File: config.mk
export PLATFORM = sky130hd
export DESIGN_NAME = acf_top
export DESIGN_NICKNAME = d
export VERILOG_FILES = /design/src/acf_pkg.sv /design/src/acf_tad_gen.sv /design/src/acf_fmt.sv /design/src/acf_top.sv
export SDC_FILE = /design/constraint.sdc
export NUM_CORES = 1
export LEC_CHECK = 0
export BUFFER_PORTS_ARGS = -buffer_cell sky130_fd_sc_hd__buf_2
export CORE_MARGIN = 1.5
export CORE_UTILIZATION = 55
export DETAILED_ROUTE_END_ITERATION = 6
export GPL_TIMING_DRIVEN = 0
export PLACE_DENSITY = 0.91
export SLEW_MARGIN = 0
export SYNTH_ARGS = -nofsm -noshare
export SYNTH_HDL_FRONTEND = slang
export SYNTH_SLANG_ARGS = --single-unit
File: constraint.sdc
create_clock -name mclk_i -period 6.44 [get_ports mclk_i]
set_clock_uncertainty 0.2 [all_clocks]
set_input_delay 0.322 -clock mclk_i [delete_from_list [all_inputs] [get_ports mclk_i]]
set_output_delay 0.322 -clock mclk_i [all_outputs]
set_load 0.02 [all_outputs]
File: src/acf_pkg.sv
// Constants, register map and state codes for the converter control block.
// Assumes a 32-bit AHB-Lite register bus and one system clock.
package acf_pkg;
   // Register byte offsets
   localparam logic [7:0] OFS_CTRL = 8'h00;
   localparam logic [7:0] OFS_CLKCFG = 8'h04;
   localparam logic [7:0] OFS_RESH = 8'h08;
   localparam logic [7:0] OFS_RESL = 8'h0C;
   localparam logic [7:0] OFS_ANALOG_PIN_SELECT = 8'h10;
   localparam logic [7:0] OFS_IRQ_STAT = 8'h14;
   localparam logic [7:0] OFS_IRQ_CLR = 8'h18;
   localparam logic [7:0] OFS_IRQ_EN = 8'h1C;

   // Control register fields
   localparam int CTRL_JUSTIFY = 7;
   localparam int CTRL_VREF = 6;
   localparam int CTRL_CHAN_LO = 2;
   localparam int CTRL_GO = 1;
   localparam int CTRL_ON = 0;

   // Clock config field and irq bit position
   localparam int CLK_SEL_LO = 4;
   localparam int IRQ_DONE_BIT = 6;
   localparam logic [7:0] CLKCFG_MASK = 8'h70;
   localparam logic [7:0] IRQ_MASK = 8'h40;

   // Values after reset
   localparam logic [7:0] CTRL_RST = 8'h00;
   localparam logic [2:0] CLK_SEL_RST = 3'h0;
   localparam logic [7:0] ANALOG_PIN_SELECT_RST = 8'hFF;
   localparam logic [7:0] IRQ_RST = 8'h00;

   // Converter geometry and abort delay in converter clock periods
   localparam int RES_BITS = 10;
   localparam logic [1:0] ABORT_TAD = 2'h2;

   // Divider selections and their divide ratios
   localparam logic [2:0] SEL_DIV2 = 3'h0;
   localparam logic [2:0] SEL_DIV8 = 3'h1;
   localparam logic [2:0] SEL_DIV32 = 3'h2;
   localparam logic [2:0] SEL_DIV4 = 3'h4;
   localparam logic [2:0] SEL_DIV16 = 3'h5;
   localparam logic [2:0] SEL_DIV64 = 3'h6;
   localparam logic [1:0] SEL_RC_LOW = 2'h3;

   // Conversion sequencer states
   typedef enum logic [1:0] {
      ACF_ACQ = 2'b00,
      ACF_CONV = 2'b01,
      ACF_ABORT = 2'b10
   } acf_state_t;
endpackage : acf_pkg

File: src/acf_tad_gen.sv
// Converter clock period tick generator: divides the system clock or passes the RC tick.
// Assumes the RC oscillator tick input is already synchronous to mclk_i.
`timescale 1ns/1ns
`default_nettype none
module acf_tad_gen (
   // Clock and reset
   input wire logic mclk_i,
   input wire logic srst_i,
   // Selection
   input wire logic [2:0] sel_i,
   input wire logic run_i,
   input wire logic frc_tick_i,
   // Tick out
   output logic tick_o
);
   // Terminal count for a selection; x11 does not use the counter
   function automatic logic [5:0] div_last(input logic [2:0] s);
      unique case (s)
         acf_pkg::SEL_DIV2: div_last = 6'h01;
         acf_pkg::SEL_DIV8: div_last = 6'h07;
         acf_pkg::SEL_DIV32: div_last = 6'h1F;
         acf_pkg::SEL_DIV4: div_last = 6'h03;
         acf_pkg::SEL_DIV16: div_last = 6'h0F;
         acf_pkg::SEL_DIV64: div_last = 6'h3F;
         default: div_last = 6'h00;
      endcase
   endfunction : div_last

   logic [5:0] cnt_r; // System clock divider count
   logic [5:0] cnt_nxt;
   logic rc_sel; // RC oscillator chosen

   assign rc_sel = (sel_i[1:0] == acf_pkg::SEL_RC_LOW);

   // Counter restarts when idle so each run begins with a full period
   always_comb begin
      cnt_nxt = cnt_r;
      if (!run_i || rc_sel) begin
         cnt_nxt = 6'h00;
      end else if (cnt_r >= div_last(sel_i)) begin
         cnt_nxt = 6'h00;
      end else begin
         cnt_nxt = cnt_r + 6'h01;
      end
   end

   // Register the count
   always_ff @(posedge mclk_i) begin
      if (srst_i) begin
         cnt_r <= 6'h00;
      end else begin
         cnt_r <= cnt_nxt;
      end
   end

   // Tick: RC pulse or divider wrap
   assign tick_o = run_i && (rc_sel ? frc_tick_i : (cnt_r >= div_last(sel_i)));
endmodule : acf_tad_gen
`default_nettype wire

File: src/acf_fmt.sv
// Maps the stored 10-bit result onto the high and low result bytes.
// Purely combinational; the caller registers the read data.
`timescale 1ns/1ns
`default_nettype none
module acf_fmt (
   // Inputs
   input wire logic [9:0] result_i,
   input wire logic right_i,
   // Bytes
   output logic [7:0] high_o,
   output logic [7:0] low_o
);
   // Reserved positions read as zero
   always_comb begin
      if (right_i) begin
         high_o = {6'h00, result_i[9:8]};
         low_o = result_i[7:0];
      end else begin
         high_o = result_i[9:2];
         low_o = {result_i[1:0], 6'h00};
      end
   end
endmodule : acf_fmt
`default_nettype wire

File: src/acf_top.sv
// Converter control block: AHB-Lite registers, conversion clock, SAR sequencer, result bytes.
// Assumes an analog core with a sample switch, a trial DAC and a comparator, all on mclk_i.
// Notes on behaviour
// Clock select codes other than x11 divide system clock
// Codes x11 use the RC oscillator tick
// Clock config holds bits 6-4 only
// Left: high byte holds bits 9-2
// Left: low byte top holds bits 1-0
// Right: high byte low holds bits 9-8
// Right: low byte holds bits 7-0
// Result bytes read-only, kept across reset
// Software waits acquisition before starting conversion
// Justify bit one means right justified
// Done clears go, sets flag, loads result
// Abort keeps result, waits two periods
// Justify change only remaps stored result
`timescale 1ns/1ns
`default_nettype none
module acf_top (
   // Clock and reset
   input wire logic mclk_i,
   input wire logic srst_i,
   // AHB-Lite slave
   input wire logic hsel_i,
   input wire logic [31:0] haddr_i,
   input wire logic [1:0] htrans_i,
   input wire logic hwrite_i,
   input wire logic [2:0] hsize_i,
   input wire logic [31:0] hwdata_i,
   input wire logic hready_i,
   output logic [31:0] hrdata_o,
   output logic hreadyout_o,
   output logic hresp_o,
   // Analog core
   input wire logic frc_tick_i,
   input wire logic comp_i,
   output logic sample_o,
   output logic [9:0] trial_o,
   output logic [3:0] channel_o,
   output logic vref_sel_o,
   output logic [7:0] analog_pins_o,
   // Interrupt
   output logic irq_o
);
   // Bus data phase state
   logic dp_act_r; // Data phase pending
   logic dp_act_nxt;
   logic dp_wr_r; // Pending phase is a write
   logic dp_wr_nxt;
   logic [7:0] dp_addr_r; // Captured byte offset
   logic [7:0] dp_addr_nxt;
   logic rd_wait_r; // Read wait state done
   logic rd_wait_nxt;
   logic [31:0] rdata_r; // Registered read data
   logic [31:0] rdata_nxt;

   // Software registers
   logic [7:0] ctrl_r; // Converter control
   logic [7:0] ctrl_nxt;
   logic [2:0] clk_sel_r; // Conversion clock select
   logic [2:0] clk_sel_nxt;
   logic [7:0] analog_pin_select_r; // Analog pin select
   logic [7:0] analog_pin_select_nxt;
   logic [7:0] irq_stat_r; // Sticky flags
   logic [7:0] irq_stat_nxt;
   logic [7:0] irq_en_r; // Interrupt enables
   logic [7:0] irq_en_nxt;

   // Sequencer state
   acf_pkg::acf_state_t state_r;
   acf_pkg::acf_state_t state_nxt;
   logic [9:0] sar_r; // Bits decided so far
   logic [9:0] sar_nxt;
   logic [3:0] bit_r; // Bit under trial
   logic [3:0] bit_nxt;
   logic [1:0] wait_r; // Abort delay count
   logic [1:0] wait_nxt;
   logic [9:0] result_r; // Stored result, no reset
   logic [9:0] result_nxt;

   // Decoded strobes
   logic addr_ph; // Valid address phase
   logic wr_stb; // Write data phase now
   logic [7:0] wbyte; // Written byte
   logic tad_tick; // Converter clock period tick
   logic done; // Last bit decided
   logic sw_abort; // Software clears go mid-run
   logic [7:0] res_high;
   logic [7:0] res_low;

   // Converter clock period generator
   acf_tad_gen u_tad (
      .mclk_i(mclk_i),
      .srst_i(srst_i),
      .sel_i(clk_sel_r),
      .run_i(state_r != acf_pkg::ACF_ACQ),
      .frc_tick_i(frc_tick_i),
      .tick_o(tad_tick)
   );

   // Result byte mapping, driven from the stored result only
   acf_fmt u_fmt (
      .result_i(result_r),
      .right_i(ctrl_r[acf_pkg::CTRL_JUSTIFY]),
      .high_o(res_high),
      .low_o(res_low)
   );

   assign addr_ph = hsel_i && hready_i && htrans_i[1];
   assign wr_stb = dp_act_r && dp_wr_r;
   assign wbyte = hwdata_i[7:0];
   assign sw_abort = wr_stb && (dp_addr_r == acf_pkg::OFS_CTRL) && !wbyte[acf_pkg::CTRL_GO];
   // Completion needs the converter on, so the flag never rises without a loaded result
   assign done = (state_r == acf_pkg::ACF_CONV) && tad_tick && (bit_r == 4'h0) && ctrl_r[acf_pkg::CTRL_ON];

   // Read mux; unmapped and write-only offsets read zero
   function automatic logic [7:0] read_byte(input logic [7:0] a, input logic [7:0] ctl, input logic [2:0] cs,
                                           input logic [7:0] rh, input logic [7:0] rl, input logic [7:0] an,
                                           input logic [7:0] st, input logic [7:0] en);
      unique case (a)
         acf_pkg::OFS_CTRL: read_byte = ctl;
         acf_pkg::OFS_CLKCFG: read_byte = {1'b0, cs, 4'h0};
         acf_pkg::OFS_RESH: read_byte = rh;
         acf_pkg::OFS_RESL: read_byte = rl;
         acf_pkg::OFS_ANALOG_PIN_SELECT: read_byte = an;
         acf_pkg::OFS_IRQ_STAT: read_byte = st;
         acf_pkg::OFS_IRQ_EN: read_byte = en;
         default: read_byte = 8'h00;
      endcase
   endfunction : read_byte

   // Bus phase tracking; reads insert one wait state so a preceding write has landed
   always_comb begin
      dp_act_nxt = dp_act_r;
      dp_wr_nxt = dp_wr_r;
      dp_addr_nxt = dp_addr_r;
      rd_wait_nxt = 1'b0;
      rdata_nxt = rdata_r;
      if (dp_act_r && !dp_wr_r && !rd_wait_r) begin
         // Wait cycle: sample the registers after any earlier write
         rd_wait_nxt = 1'b1;
         rdata_nxt = {24'h000000, read_byte(dp_addr_r, ctrl_r, clk_sel_r, res_high, res_low,
                                            analog_pin_select_r, irq_stat_r, irq_en_r)};
      end else if (hreadyout_o) begin
         dp_act_nxt = addr_ph;
         dp_wr_nxt = hwrite_i;
         dp_addr_nxt = {haddr_i[7:2], 2'b00};
      end
   end

   // Register bus state
   always_ff @(posedge mclk_i) begin
      if (srst_i) begin
         dp_act_r <= 1'b0;
         dp_wr_r <= 1'b0;
         dp_addr_r <= 8'h00;
         rd_wait_r <= 1'b0;
         rdata_r <= 32'h00000000;
      end else begin
         dp_act_r <= dp_act_nxt;
         dp_wr_r <= dp_wr_nxt;
         dp_addr_r <= dp_addr_nxt;
         rd_wait_r <= rd_wait_nxt;
         rdata_r <= rdata_nxt;
      end
   end

   assign hreadyout_o = !(dp_act_r && !dp_wr_r && !rd_wait_r);
   assign hresp_o = 1'b0;
   assign hrdata_o = rdata_r;

   // Software register updates, with hardware effects layered on top
   always_comb begin
      ctrl_nxt = ctrl_r;
      clk_sel_nxt = clk_sel_r;
      analog_pin_select_nxt = analog_pin_select_r;
      irq_en_nxt = irq_en_r;
      irq_stat_nxt = irq_stat_r;
      if (wr_stb) begin
         unique case (dp_addr_r)
            acf_pkg::OFS_CTRL: begin
               // Go only starts from acquisition with the converter on
               ctrl_nxt = wbyte;
               if (state_r == acf_pkg::ACF_ACQ) begin
                  ctrl_nxt[acf_pkg::CTRL_GO] = wbyte[acf_pkg::CTRL_GO] && ctrl_r[acf_pkg::CTRL_ON]
                                               && wbyte[acf_pkg::CTRL_ON];
               end else if (state_r == acf_pkg::ACF_ABORT) begin
                  ctrl_nxt[acf_pkg::CTRL_GO] = 1'b0;
               end else begin
                  ctrl_nxt[acf_pkg::CTRL_GO] = wbyte[acf_pkg::CTRL_GO] && wbyte[acf_pkg::CTRL_ON];
               end
            end
            acf_pkg::OFS_CLKCFG: clk_sel_nxt = wbyte[acf_pkg::CLK_SEL_LO +: 3];
            acf_pkg::OFS_ANALOG_PIN_SELECT: analog_pin_select_nxt = wbyte;
            acf_pkg::OFS_IRQ_EN: irq_en_nxt = wbyte & acf_pkg::IRQ_MASK;
            acf_pkg::OFS_IRQ_CLR: irq_stat_nxt = irq_stat_r & ~wbyte;
            default: ;
         endcase
      end
      if (done) begin
         ctrl_nxt[acf_pkg::CTRL_GO] = 1'b0;
         irq_stat_nxt[acf_pkg::IRQ_DONE_BIT] = 1'b1; // set wins over clear
      end
      if (!ctrl_nxt[acf_pkg::CTRL_ON]) begin
         ctrl_nxt[acf_pkg::CTRL_GO] = 1'b0;
      end
   end

   // Software registers, reset to documented values
   always_ff @(posedge mclk_i) begin
      if (srst_i) begin
         ctrl_r <= acf_pkg::CTRL_RST;
         clk_sel_r <= acf_pkg::CLK_SEL_RST;
         analog_pin_select_r <= acf_pkg::ANALOG_PIN_SELECT_RST;
         irq_stat_r <= acf_pkg::IRQ_RST;
         irq_en_r <= acf_pkg::IRQ_RST;
      end else begin
         ctrl_r <= ctrl_nxt;
         clk_sel_r <= clk_sel_nxt;
         analog_pin_select_r <= analog_pin_select_nxt;
         irq_stat_r <= irq_stat_nxt;
         irq_en_r <= irq_en_nxt;
      end
   end

   // Successive approximation sequencer, one bit per converter clock period
   always_comb begin
      state_nxt = state_r;
      sar_nxt = sar_r;
      bit_nxt = bit_r;
      wait_nxt = wait_r;
      result_nxt = result_r;
      unique case (state_r)
         acf_pkg::ACF_ACQ: begin
            // Hold capacitor tracks; software owns the settling time
            if (ctrl_r[acf_pkg::CTRL_GO]) begin
               state_nxt = acf_pkg::ACF_CONV;
               sar_nxt = 10'h000;
               bit_nxt = 4'(acf_pkg::RES_BITS - 1);
            end
         end
         acf_pkg::ACF_CONV: begin
            // Completion wins over an abort write in the same cycle
            if ((sw_abort && !done) || !ctrl_r[acf_pkg::CTRL_ON]) begin
               // Partial result dropped, previous one kept
               state_nxt = ctrl_r[acf_pkg::CTRL_ON] ? acf_pkg::ACF_ABORT : acf_pkg::ACF_ACQ;
               wait_nxt = 2'h0;
            end else if (tad_tick) begin
               sar_nxt[bit_r] = comp_i;
               if (bit_r == 4'h0) begin
                  state_nxt = acf_pkg::ACF_ACQ;
                  result_nxt = {sar_r[9:1], comp_i};
               end else begin
                  bit_nxt = bit_r - 4'h1;
               end
            end
         end
         acf_pkg::ACF_ABORT: begin
            // Two periods before acquisition restarts by itself
            if (!ctrl_r[acf_pkg::CTRL_ON]) begin
               state_nxt = acf_pkg::ACF_ACQ;
            end else if (tad_tick) begin
               if (wait_r == acf_pkg::ABORT_TAD - 2'h1) begin
                  state_nxt = acf_pkg::ACF_ACQ;
               end
               wait_nxt = wait_r + 2'h1;
            end
         end
         default: state_nxt = acf_pkg::ACF_ACQ;
      endcase
   end

   // Sequencer registers; the result is left alone by reset
   always_ff @(posedge mclk_i) begin
      if (srst_i) begin
         state_r <= acf_pkg::ACF_ACQ;
         sar_r <= 10'h000;
         bit_r <= 4'h0;
         wait_r <= 2'h0;
      end else begin
         state_r <= state_nxt;
         sar_r <= sar_nxt;
         bit_r <= bit_nxt;
         wait_r <= wait_nxt;
      end
   end

   // Stored result has no reset so it survives soft resets
   always_ff @(posedge mclk_i) begin
      result_r <= result_nxt;
   end

   // Trial code: decided bits plus the bit under test
   always_comb begin
      trial_o = sar_r;
      if (state_r == acf_pkg::ACF_CONV) begin
         trial_o[bit_r] = 1'b1;
      end
   end

   // Analog core controls
   assign sample_o = ctrl_r[acf_pkg::CTRL_ON] && (state_r == acf_pkg::ACF_ACQ);
   assign channel_o = ctrl_r[acf_pkg::CTRL_CHAN_LO +: 4];
   assign vref_sel_o = ctrl_r[acf_pkg::CTRL_VREF];
   assign analog_pins_o = analog_pin_select_r;
   assign irq_o = |(irq_stat_r & irq_en_r);
endmodule : acf_top
`default_nettype wire

# == Word level (Yosys, flattened, before mapping) ==
# Cells that the tools add are included.
# classes
reduce_logical,49
addsub,3
order_cmp,4
n_eq_ne,27
muxes,40
bitwise_logic,6
# ops
cell,n
one-hot mux 8 bit (7 select lines),1
two-way mux 10 bit,4
one-hot mux 6 bit (6 select lines),1
"== test 6 x 3 -> 1 bit, second input constant",4
two-way mux 2 bit,11
one-hot mux 10 bit (2 select lines),1
logical AND 1 bit,17
two-way mux 4 bit,4
two-way mux 8 bit,2
two-way mux 7 bit,2
"!= test 2 bit, second input constant",7
"== test 6 x 2 -> 1 bit, second input constant",2
greater-or-equal comparator 6 bit,2
AND reduction 2 bit,6
AND reduction 4 bit,3
bitwise mux 10 bit,1
bitwise OR 10 bit,1
AND reduction 5 bit,2
nonzero test 2 bit,5
"== test 3 bit, second input constant",3
"!= test 3 bit, second input constant",3
AND 8 x 7 -> 8 bit,1
AND 8 bit,1
zero test 8 bit,1
other kinds (26),44
# totals
input_bits,76
word_cells,148
reg_bits,79

# == Logic depth before layout (Yosys ltp) ==
# Gate-level depths: netlist of run 1.
# logic_depth
word_depth,13
ltp_mapped,10
ltp_nobuf,9

# == Modules after synthesis ==
# Synthesis of run 1 repeated with hierarchy kept, for this count alone.
# hier_totals
cells_unflattened,471
area_unflattened_um2,4291.6
# modules_own_cells
module,area_per_inst_um2,instances,cells_each,seq_area_each_um2
acf_top,3716.1,1,404,1561.5
acf_tad_gen,417.9,1,49,120.1
acf_fmt,157.7,1,18,0.0

# == Worst setup path after synthesis of run 1 ==
# Ideal clock, no wire load.
# synth_timing
path_type,register -> register
startpoint,reg clk_sel_r[1]
endpoint,"reg result_r[0], enable pin"
period_less_slack_ps,2612
n_path_buf,0
arrival_ps,2078
stages_incl_launch_ff,10
path_slack_ps,3828
cell_sequence,dfxtp_1 nor2b_1 nand2_1 ha_1 nand2_1 o211ai_1 o21bai_2 nand3_1 or2_2 inv_1
# synth_via
elab_chain_len,13
# synth_rtl
element,line,text
"start, declared",acf_top.sv:60,logic [2:0] clk_sel_r;
"start signal, assigned",acf_top.sv:213,clk_sel_r <= acf_pkg::CLK_SEL_RST;
"start signal, assigned",acf_top.sv:219,clk_sel_r <= clk_sel_nxt;
"== test 3 bit, or another cell as far along",acf_tad_gen.sv:18,unique case (s)
one-hot mux 6 bit (6 select lines),acf_tad_gen.sv:18,
greater-or-equal comparator 6 bit,acf_tad_gen.sv:57,assign tick_o = run_i && (rc_sel ? frc_tick_i : (cnt_r >= div_last(sel_i)));
two-way mux 1 bit *,acf_tad_gen.sv:57,
logical AND 1 bit *,acf_tad_gen.sv:57,
logical AND 1 bit (3 in series),acf_top.sv:114,assign done = (state_r == acf_pkg::ACF_CONV) && tad_tick && (bit_r == 4'h0) && ctrl_r[acf_pkg::CTRL_ON];
zero test 1 bit,acf_top.sv:244,if ((sw_abort && !done) || !ctrl_r[acf_pkg::CTRL_ON]) begin
logical AND 1 bit,acf_top.sv:244,
logical OR 1 bit,acf_top.sv:244,
NOT 1 bit (no line),n/a,
AND reduction 4 bit (no line) *,n/a,
"end signal, assigned",acf_top.sv:290,result_r <= result_nxt;
"end, declared",acf_top.sv:78,logic [9:0] result_r;
# Every way passes the cells marked *; elsewhere a longest branch is shown, timed or not.
# A chain may end at the register's enable or synchronous reset.

# == Worst setup path in the final report of run 1 ==
# layout_timing
startpoint,reg clk_sel_r[1]
endpoint,reg sar_r[1]
# layout_via
elab_chain_len,13
# layout_rtl
element,line,text
"== test 3 bit, or another cell as far along",acf_tad_gen.sv:18,
one-hot mux 6 bit (6 select lines),acf_tad_gen.sv:18,
greater-or-equal comparator 6 bit,acf_tad_gen.sv:57,
two-way mux 1 bit *,acf_tad_gen.sv:57,
logical AND 1 bit *,acf_tad_gen.sv:57,
logical AND 1 bit (3 in series),acf_top.sv:114,
zero test 1 bit,acf_top.sv:244,
logical AND 1 bit,acf_top.sv:244,
logical OR 1 bit,acf_top.sv:244,
!= test 2 bit (no line),n/a,
AND reduction 4 bit (no line) *,n/a,
"end signal, assigned",acf_top.sv:282,sar_r <= sar_nxt;
"end, declared",acf_top.sv:72,logic [9:0] sar_r;
# Marked as above.

==> metrics.txt, run 1 <==
cell area reported after detailed placement 4600 um2; count of routing violations after the opening detailed-route iteration 328; Fmax achieved 329 MHz; fraction of the mapped netlist area in compound gates 0.198; Synth Warn # 0; dpl hpwl 7770 um; Hold Path Origin haddr_i[5]; Post-DRT Antenna Nets 0; number of synthesized flops with an enable pin 10; count of filler cells inserted in the layout 592; Synth Area per Inst 8.56 um2; outcome finished clean; wire length of the first global-routing pass 16700 um; height of the die 89.4 um; switching portion of total power 0.246; share of cells above drive strength 1 0.201; Worst Setup SP clk_sel_r[1]; final setup violation count 0; Worst Setup Start Kind register; Placeable Area 7250 um2; worst endpoint data arrival time 3110 ps; total congestion overflow after global routing 0; combinational family with the most area after synthesis simple AND/OR/NAND/NOR gates; max_cap viols 0; Sinks on Clock Net 79; drt first pass iters 5; number of port buffers 55; gate count of the mapped netlist 480; number of register bits inferred by synthesis 79; number of antenna violations at the first check in global routing 0; Max Transition Viols Final 0; headroom to the max-slew limit 0.496; logic gate share of total power 0.087; Pleak 2.06 nW; overall track demand over capacity in global routing 0.274; maximum clock insertion buffer count 2; crit path kind reg -> reg; top fanout value on the critical path 10; Area growth syn-to-layout 17.9%; Post-CTS Hold Fix Bufs 7; number of buffers created by CTS 9; Routability Congestion 0.992; startpoint of the lowest-slack register-to-register path clk_sel_r[1]; width of the die 89.4 um; total number of vias 3863; share of the yosys chip area belonging to registers 0.410; Cell variety after synth 59; Clock Latency Late Sink 350 ps; starting density of the core 0.566; number of global-route vias before repair 3481; WL/cell 15.5 um; CP endpoint kind register; footprint of the multi-input gates 2160 um2; Post-CTS Repair Setup Buffers 0; TritonCTS clock tree yes; flip-flop cell with the highest count after synthesis sky130_fd_sc_hd__dfxtp_1; sequential group share of total power 0.541; final-stage net count 665; Tcrit/Tclk final 0.472; cts repair resizes 0; Remaining DRCs 0; post-route setup TNS 0 ps; final standard cell area without fillers 4840 um2; Avg Vias per Cell 5.67; share of synthesized cell area in and, or, nand and nor gates 0.238; floorplan die area 7990 um2; Hold Vio Cnt, Final 0; unrepaired setup endpoints after global routing false; filler-free cell count of the finished design 681; share of flip-flops with an asynchronous set or reset after synthesis 0; antenna cells 0; clock network fraction of design power 0.372; worst IR drop on VDD 112 uV; xor/xnor cell area share of the yosys netlist 0.00853; I/O pin count 135; measured slew at the worst slew-check pin 754 ps; fraction of synthesized area in multiplexers 0.0229; worst path required time 6510 ps; post-synthesis share of cell area spent on full adders, half adders and majority gates 0.0366; Hold/Removal Path Class in -> reg; placed cell count 658; maximum number of pins on one net before global-route repair 13; final core utilization 0.668; shortest clock period the worst path allows after layout 3040 ps; worst hold slack 13.8 ps; total number of H-tree levels 3; detailed-route wire length 10600 um; flip-flop and latch area 1680 um2; power density normalized to cell area 193 nW/um2; P_sw 0.000230 W; Pint 0.000704 W; placement row count 31; clock edge transition at the registers on the reported setup and hold paths 80 ps; Post-Syn Area 4110 um2; Root Driver sky130_fd_sc_hd__clkbuf_8
==> layout by cell type (no fill, tap or decap), types with 3 or more instances in the layout <==
cell type,instances
sky130_fd_sc_hd__dfxtp_1,69
sky130_fd_sc_hd__inv_1,9
sky130_fd_sc_hd__buf_2,58
sky130_fd_sc_hd__clkbuf_1,18
sky130_fd_sc_hd__conb_1,25
sky130_fd_sc_hd__nor2_1,30
sky130_fd_sc_hd__o21ai_0,10
sky130_fd_sc_hd__or2_2,3
sky130_fd_sc_hd__mux2i_1,6
sky130_fd_sc_hd__nor2b_1,6
sky130_fd_sc_hd__a21oi_1,52
sky130_fd_sc_hd__and2_1,6
sky130_fd_sc_hd__clkinv_1,5
sky130_fd_sc_hd__buf_4,30
sky130_fd_sc_hd__nor3_1,7
sky130_fd_sc_hd__nor3b_1,3
sky130_fd_sc_hd__nand3_1,10
sky130_fd_sc_hd__ha_1,12
sky130_fd_sc_hd__o31ai_1,9
sky130_fd_sc_hd__o2bb2ai_1,4
sky130_fd_sc_hd__a22oi_1,9
sky130_fd_sc_hd__or4_1,3
sky130_fd_sc_hd__clkbuf_8,9
sky130_fd_sc_hd__nand3b_1,8
sky130_fd_sc_hd__a31oi_1,5
sky130_fd_sc_hd__mux2_2,3
sky130_fd_sc_hd__nand2b_1,21
sky130_fd_sc_hd__a21o_1,8
sky130_fd_sc_hd__o32ai_1,3
sky130_fd_sc_hd__nand4_1,9
sky130_fd_sc_hd__edfxtp_1,10
sky130_fd_sc_hd__nand2_1,68
sky130_fd_sc_hd__and3_1,6
sky130_fd_sc_hd__dlygate4sd3_1,7
sky130_fd_sc_hd__a311oi_1,3
==> kinds of logic after synthesis <==
kind of cell | count (synthesis)
DFF | 79
xor gates and xnor gates | 4
muxes | 9
AOI/OAI and AO/OA | 121
adders and majority gates | 12
other | 1
and+or+nand+nor | 192
buffers and inverters | 62
==> path summary, 6_finish.rpt <==
kind / cells past startpoint / slack [ps] / endpoint
hold / removal: 3 / 10 / dp_addr_r[5]
hold reg to reg: 2 / 250 / hrdata_o[5]
setup reg to reg: 10 / 3400 / sar_r[1]
setup / recovery: 10 / 3400 / sar_r[1]
==> area by class of cell <==
cell class                      count  area share
Inverter                            9     0.00697
Clock buffer                        9      0.0256
Timing Repair Buffer               62      0.0713
Buffer                             53      0.0656
Multi-Input combinational cell    363       0.447
Tap cell                           99      0.0256
Sequential cell                    79       0.347
Clock inverter                      7      0.0111
==> flip-flops by register name, summed over array words and instances (netlist names) <==
name	cells
state_r	2
hrdata_o	8
bit_r	4
wait_r	2
dp_act_r	1
irq_en_r	1
u_tad.cnt_r	6
analog_pins_o	8
dp_addr_r	6
clk_sel_r	3
ctrl_r	8
dp_wr_r	1
rd_wait_r	1
sar_r	10
irq_stat_r	8
result_r	10
==> metal layers <==
layer,routed length [um],GRT usage,vias up
met4,273,0.119,0
li1,-,-,1849
met1,4330,0.330,1792
met2,5270,0.476,199
met3,721,0.0508,23
met5,0,0,-
==> cells in the mapped netlist (10+ instances only) <==
library cell	number	share of area
sky130_fd_sc_hd__edfxtp_1	10	0.073
sky130_fd_sc_hd__clkbuf_1	18	0.016
sky130_fd_sc_hd__nand2_1	68	0.062
sky130_fd_sc_hd__ha_1	12	0.037
sky130_fd_sc_hd__nand2b_1	21	0.032
sky130_fd_sc_hd__nand3_1	10	0.012
sky130_fd_sc_hd__dfxtp_1	69	0.34
sky130_fd_sc_hd__o21ai_0	10	0.012
sky130_fd_sc_hd__nor2_1	30	0.027
sky130_fd_sc_hd__a21oi_1	52	0.063
sky130_fd_sc_hd__buf_4	30	0.055
==> critical path, stage by stage (launching register included) <==
cell,delay [ps]
sky130_fd_sc_hd__dfxtp_1,430
sky130_fd_sc_hd__nor2b_1,300
sky130_fd_sc_hd__a21oi_1,70
sky130_fd_sc_hd__ha_1,320
sky130_fd_sc_hd__a21oi_1,160
sky130_fd_sc_hd__o211ai_1,90
sky130_fd_sc_hd__o21bai_2,290
sky130_fd_sc_hd__a31oi_1,340
sky130_fd_sc_hd__clkbuf_1,410
sky130_fd_sc_hd__o31ai_1,170
sky130_fd_sc_hd__a21oi_1,170
==> power groups by stage <==
stage	Clock, W	Sequential (W)	Combinational, W
floorplan	0	0.000517	0.0000544
finish	0.000348	0.000506	0.0000812
CTS	0.000350	0.000506	0.0000797
detailed placement	0	0.000517	0.0000761
global route	0.000368	0.000506	0.0000893
global placement	0	0.000517	0.0000754
==> per-stage QoR <==
step                setup slack (ps)  total power [W]
CTS                             3450         0.000936
global route                    3240         0.000964
floorplan                       3830         0.000572
finish                          3400         0.000935
global placement                3560         0.000592
detailed placement              3500         0.000593
Power figures use the tool's default switching activity.
==> inputs of run 2 (changes only) <==
Settings changed: ABC_AREA set to 1, CORE_UTILIZATION 55 to 46, PLACE_DENSITY 0.91 to 0.81.
Clock period 6.44 ns to 2.5 ns, I/O delays scaled along.
==> run 2 against run 1 <==
Global-route usage decreased by 4.1 points; clock-buffer cell count increased by 1; final area increased by 3.9%; die area increased by 21%; wire length increased by 5.8%; sequential share of layout area decreased by 1.2 points; total power increased to 2.5 times the previous value; critical path depth increased by 6; clock power increased by 140%; sequential power increased to 2.6 times the previous value; first-iteration DRC count decreased by 19%; critical path type unchanged; largest power group unchanged.
==> metrics.txt, run 2 <==
P_sw 0.000628 W; fraction of synthesized cell area taken by the top area cell type 0.331; placed cell count 753; most common cell type on the critical path sky130_fd_sc_hd__nand2_1; cell class contributing the biggest share of worst-path delay simple AND/OR/NAND/NOR gates; commonest non-fill, non-tap cells in the layout sky130_fd_sc_hd__nand2_1, sky130_fd_sc_hd__inv_1, sky130_fd_sc_hd__dfxtp_1; dpl hpwl 8330 um; Worst Setup Start Kind register; Worst Slack Setup Final 150 ps; max_cap viols 0; most instantiated library cell after synthesis sky130_fd_sc_hd__nand2_1; library cell with the largest summed area after synthesis sky130_fd_sc_hd__dfxtp_1; final setup violation count 0; power density normalized to cell area 468 nW/um2; Synth Area per Inst 7.37 um2; Root Driver sky130_fd_sc_hd__clkbuf_8; starting density of the core 0.477; maximum number of pins on one net before global-route repair 14; Fmax achieved 426 MHz; top fanout value on the critical path 10; worst endpoint data arrival time 2370 ps; WL/cell 14.2 um; height of the die 98.3 um; startpoint of the lowest-slack register-to-register path clk_sel_r[1]; switching portion of total power 0.266; clock network fraction of design power 0.356; path depth of the worst reg2reg path 16; final core utilization 0.574; Routability Congestion 0.923; antenna cells 0; Cell variety after synth 36; total number of vias 4057; Area growth syn-to-layout 20.5%; DP Worst Slack 67.6 ps; count of filler cells inserted in the layout 825; Hold Path Origin srst_i; maximum clock insertion buffer count 2; hold depth 2; outcome finished clean; Worst Setup SP clk_sel_r[1]; number of cells on the critical path 16; I/O pin count 135; final-stage net count 762; Hold Vio Cnt, Final 0; detailed-route wire length 11200 um; Placeable Area 8760 um2; total number of H-tree levels 3; Clock Latency Late Sink 350 ps; logic gate share of total power 0.092; Avg Vias per Cell 5.16; Critical Path Slowest Stage Cell sky130_fd_sc_hd__dfxtp_2; top cell types by occurrence after synthesis sky130_fd_sc_hd__nand2_1, sky130_fd_sc_hd__inv_1, sky130_fd_sc_hd__dfxtp_1; most common cell after layout, fill and taps aside sky130_fd_sc_hd__nand2_1; count of routing violations after the opening detailed-route iteration 266; top post-synthesis cells by area sky130_fd_sc_hd__dfxtp_1, sky130_fd_sc_hd__nand2_1, sky130_fd_sc_hd__edfxtp_1; Tcrit/Tclk final 0.940; total congestion overflow after global routing 0; gate count of the mapped netlist 567; worst path required time 2520 ps; largest registers ranked by flip-flop count result_r x10, sar_r x10; TritonCTS clock tree yes; Max Transition Viols Final 0; sequential group share of total power 0.552; shortest clock period the worst path allows after layout 2350 ps; wire length of the first global-routing pass 17900 um; number of register bits inferred by synthesis 79; filler-free cell count of the finished design 787; share of cells above drive strength 1 0.196; Critical Path Max Stage Delay 400 ps; share of the yosys chip area belonging to registers 0.403; number of port buffers 54; clock edge transition at the registers on the reported setup and hold paths 80 ps; placement row count 34; measured slew at the worst slew-check pin 625 ps; number of synthesized flops with an enable pin 10; Sinks on Clock Net 79; final standard cell area without fillers 5030 um2; width of the die 98.3 um; Post-Syn Area 4180 um2; Pleak 2.31 nW; number of antenna violations at the first check in global routing 0; unrepaired setup endpoints after global routing true; CP endpoint kind register; Hold/Removal Path Class in -> reg; floorplan die area 9660 um2; headroom to the max-slew limit 0.584; worst hold slack 22.7 ps; number of global-route vias before repair 3762; Synth Warn # 0; Pint 0.00173 W; overall track demand over capacity in global routing 0.233; number of buffers created by CTS 9; chain of cells forming the critical path nand2_1 -> o21ai_0 -> nand2_1 -> ha_1 -> nand2_1 -> nor2_1 -> nand2_1 -> nand2_4 -> nand3_2 -> nand2_2 -> nand2_2 -> nand2_4 -> buf_6 -> nand3_1 -> nand2_1 -> a21oi_1; Remaining DRCs 0; worst IR drop on VDD 243 uV; crit path kind reg -> reg; cell area reported after detailed placement 4670 um2; share of flip-flops with an asynchronous set or reset after synthesis 0; Post-DRT Antenna Nets 0; number of buffers and inverters on the critical path 1; Post-CTS Repair Setup Buffers 0; flip-flop cell with the highest count after synthesis sky130_fd_sc_hd__dfxtp_1; drt first pass iters 5
==> run 2: changes by cell type in the layout (fill, tap and decap cells not counted), moves of 8 or more <==
cell	change
sky130_fd_sc_hd__dlygate4sd3_1	+11
sky130_fd_sc_hd__nand4_1	+8
sky130_fd_sc_hd__nor2_1	+11
sky130_fd_sc_hd__a21o_1	-8
sky130_fd_sc_hd__o21ai_0	+24
sky130_fd_sc_hd__o211ai_1	+13
sky130_fd_sc_hd__o31ai_1	-9
sky130_fd_sc_hd__nand3_1	+32
sky130_fd_sc_hd__nand2b_1	-21
sky130_fd_sc_hd__nand2_1	+40
sky130_fd_sc_hd__inv_1	+63
==> run 2: layout make-up <==
class / instances / area, um2 / share of cell area
buffer: 48 / 317 / 0.0629
tap: 108 / 135 / 0.0268
timing repair buffer: 72 / 450 / 0.0895
multi-input combinational: 386 / 1990 / 0.395
clock buffer: 10 / 128 / 0.0254
sequential: 79 / 1690 / 0.335
inverter: 78 / 293 / 0.0582
clock inverter: 6 / 37.5 / 0.00746
==> run 2: power by group through the flow <==
stage                     Clock (W)  Sequential (W)  Combinational [W]
after detailed placement          0         0.00133           0.000190
final                      0.000839         0.00130           0.000217
after global placement            0         0.00133           0.000189
after global routing       0.000893         0.00130           0.000235
after floorplan                   0         0.00133           0.000135
after CTS                  0.000848         0.00130           0.000212
==> run 2: final timing paths <==
path | to | slack [ps]
worst max-delay path | sar_r[4] | 150
worst min-delay path | bit_r[1] | 20
worst max register to register | sar_r[4] | 150
worst min register to register | hrdata_o[5] | 270
==> run 2: repair_timing <==
item                                   CTS  global route
setup endpoints to repair                0            28
endpoints found under the hold margin   38             0
gates resized for setup                  0             7
hold buffers                            18             0
==> run 2: cell families after synthesis <==
| family | count (synthesis) | share of synthesized area |
|---|---|---|
| DFF | 79 | 0.403 |
| buffers and inverters | 126 | 0.145 |
| AOI/OAI and AO/OA | 112 | 0.154 |
| other | 1 | 0.000898 |
| xor gates and xnor gates | 2 | 0.00419 |
| and+or+nand+nor | 235 | 0.257 |
| adders and majority gates | 12 | 0.0359 |
==> run 2: layer usage <==
layer / track usage / share of wire
met1: 0.291 / 0.42
met2: 0.399 / 0.48
met3: 0.0530 / 0.076
met4: 0.0726 / 0.018
met5: 0 / 0
==> run 2: stage by stage <==
step | power [W] | setup TNS [ps]
final | 0.00236 | 0
after global routing | 0.00243 | -5.96
after CTS | 0.00236 | 0
after detailed placement | 0.00152 | 0
after global placement | 0.00152 | 0
after floorplan | 0.00147 | 0
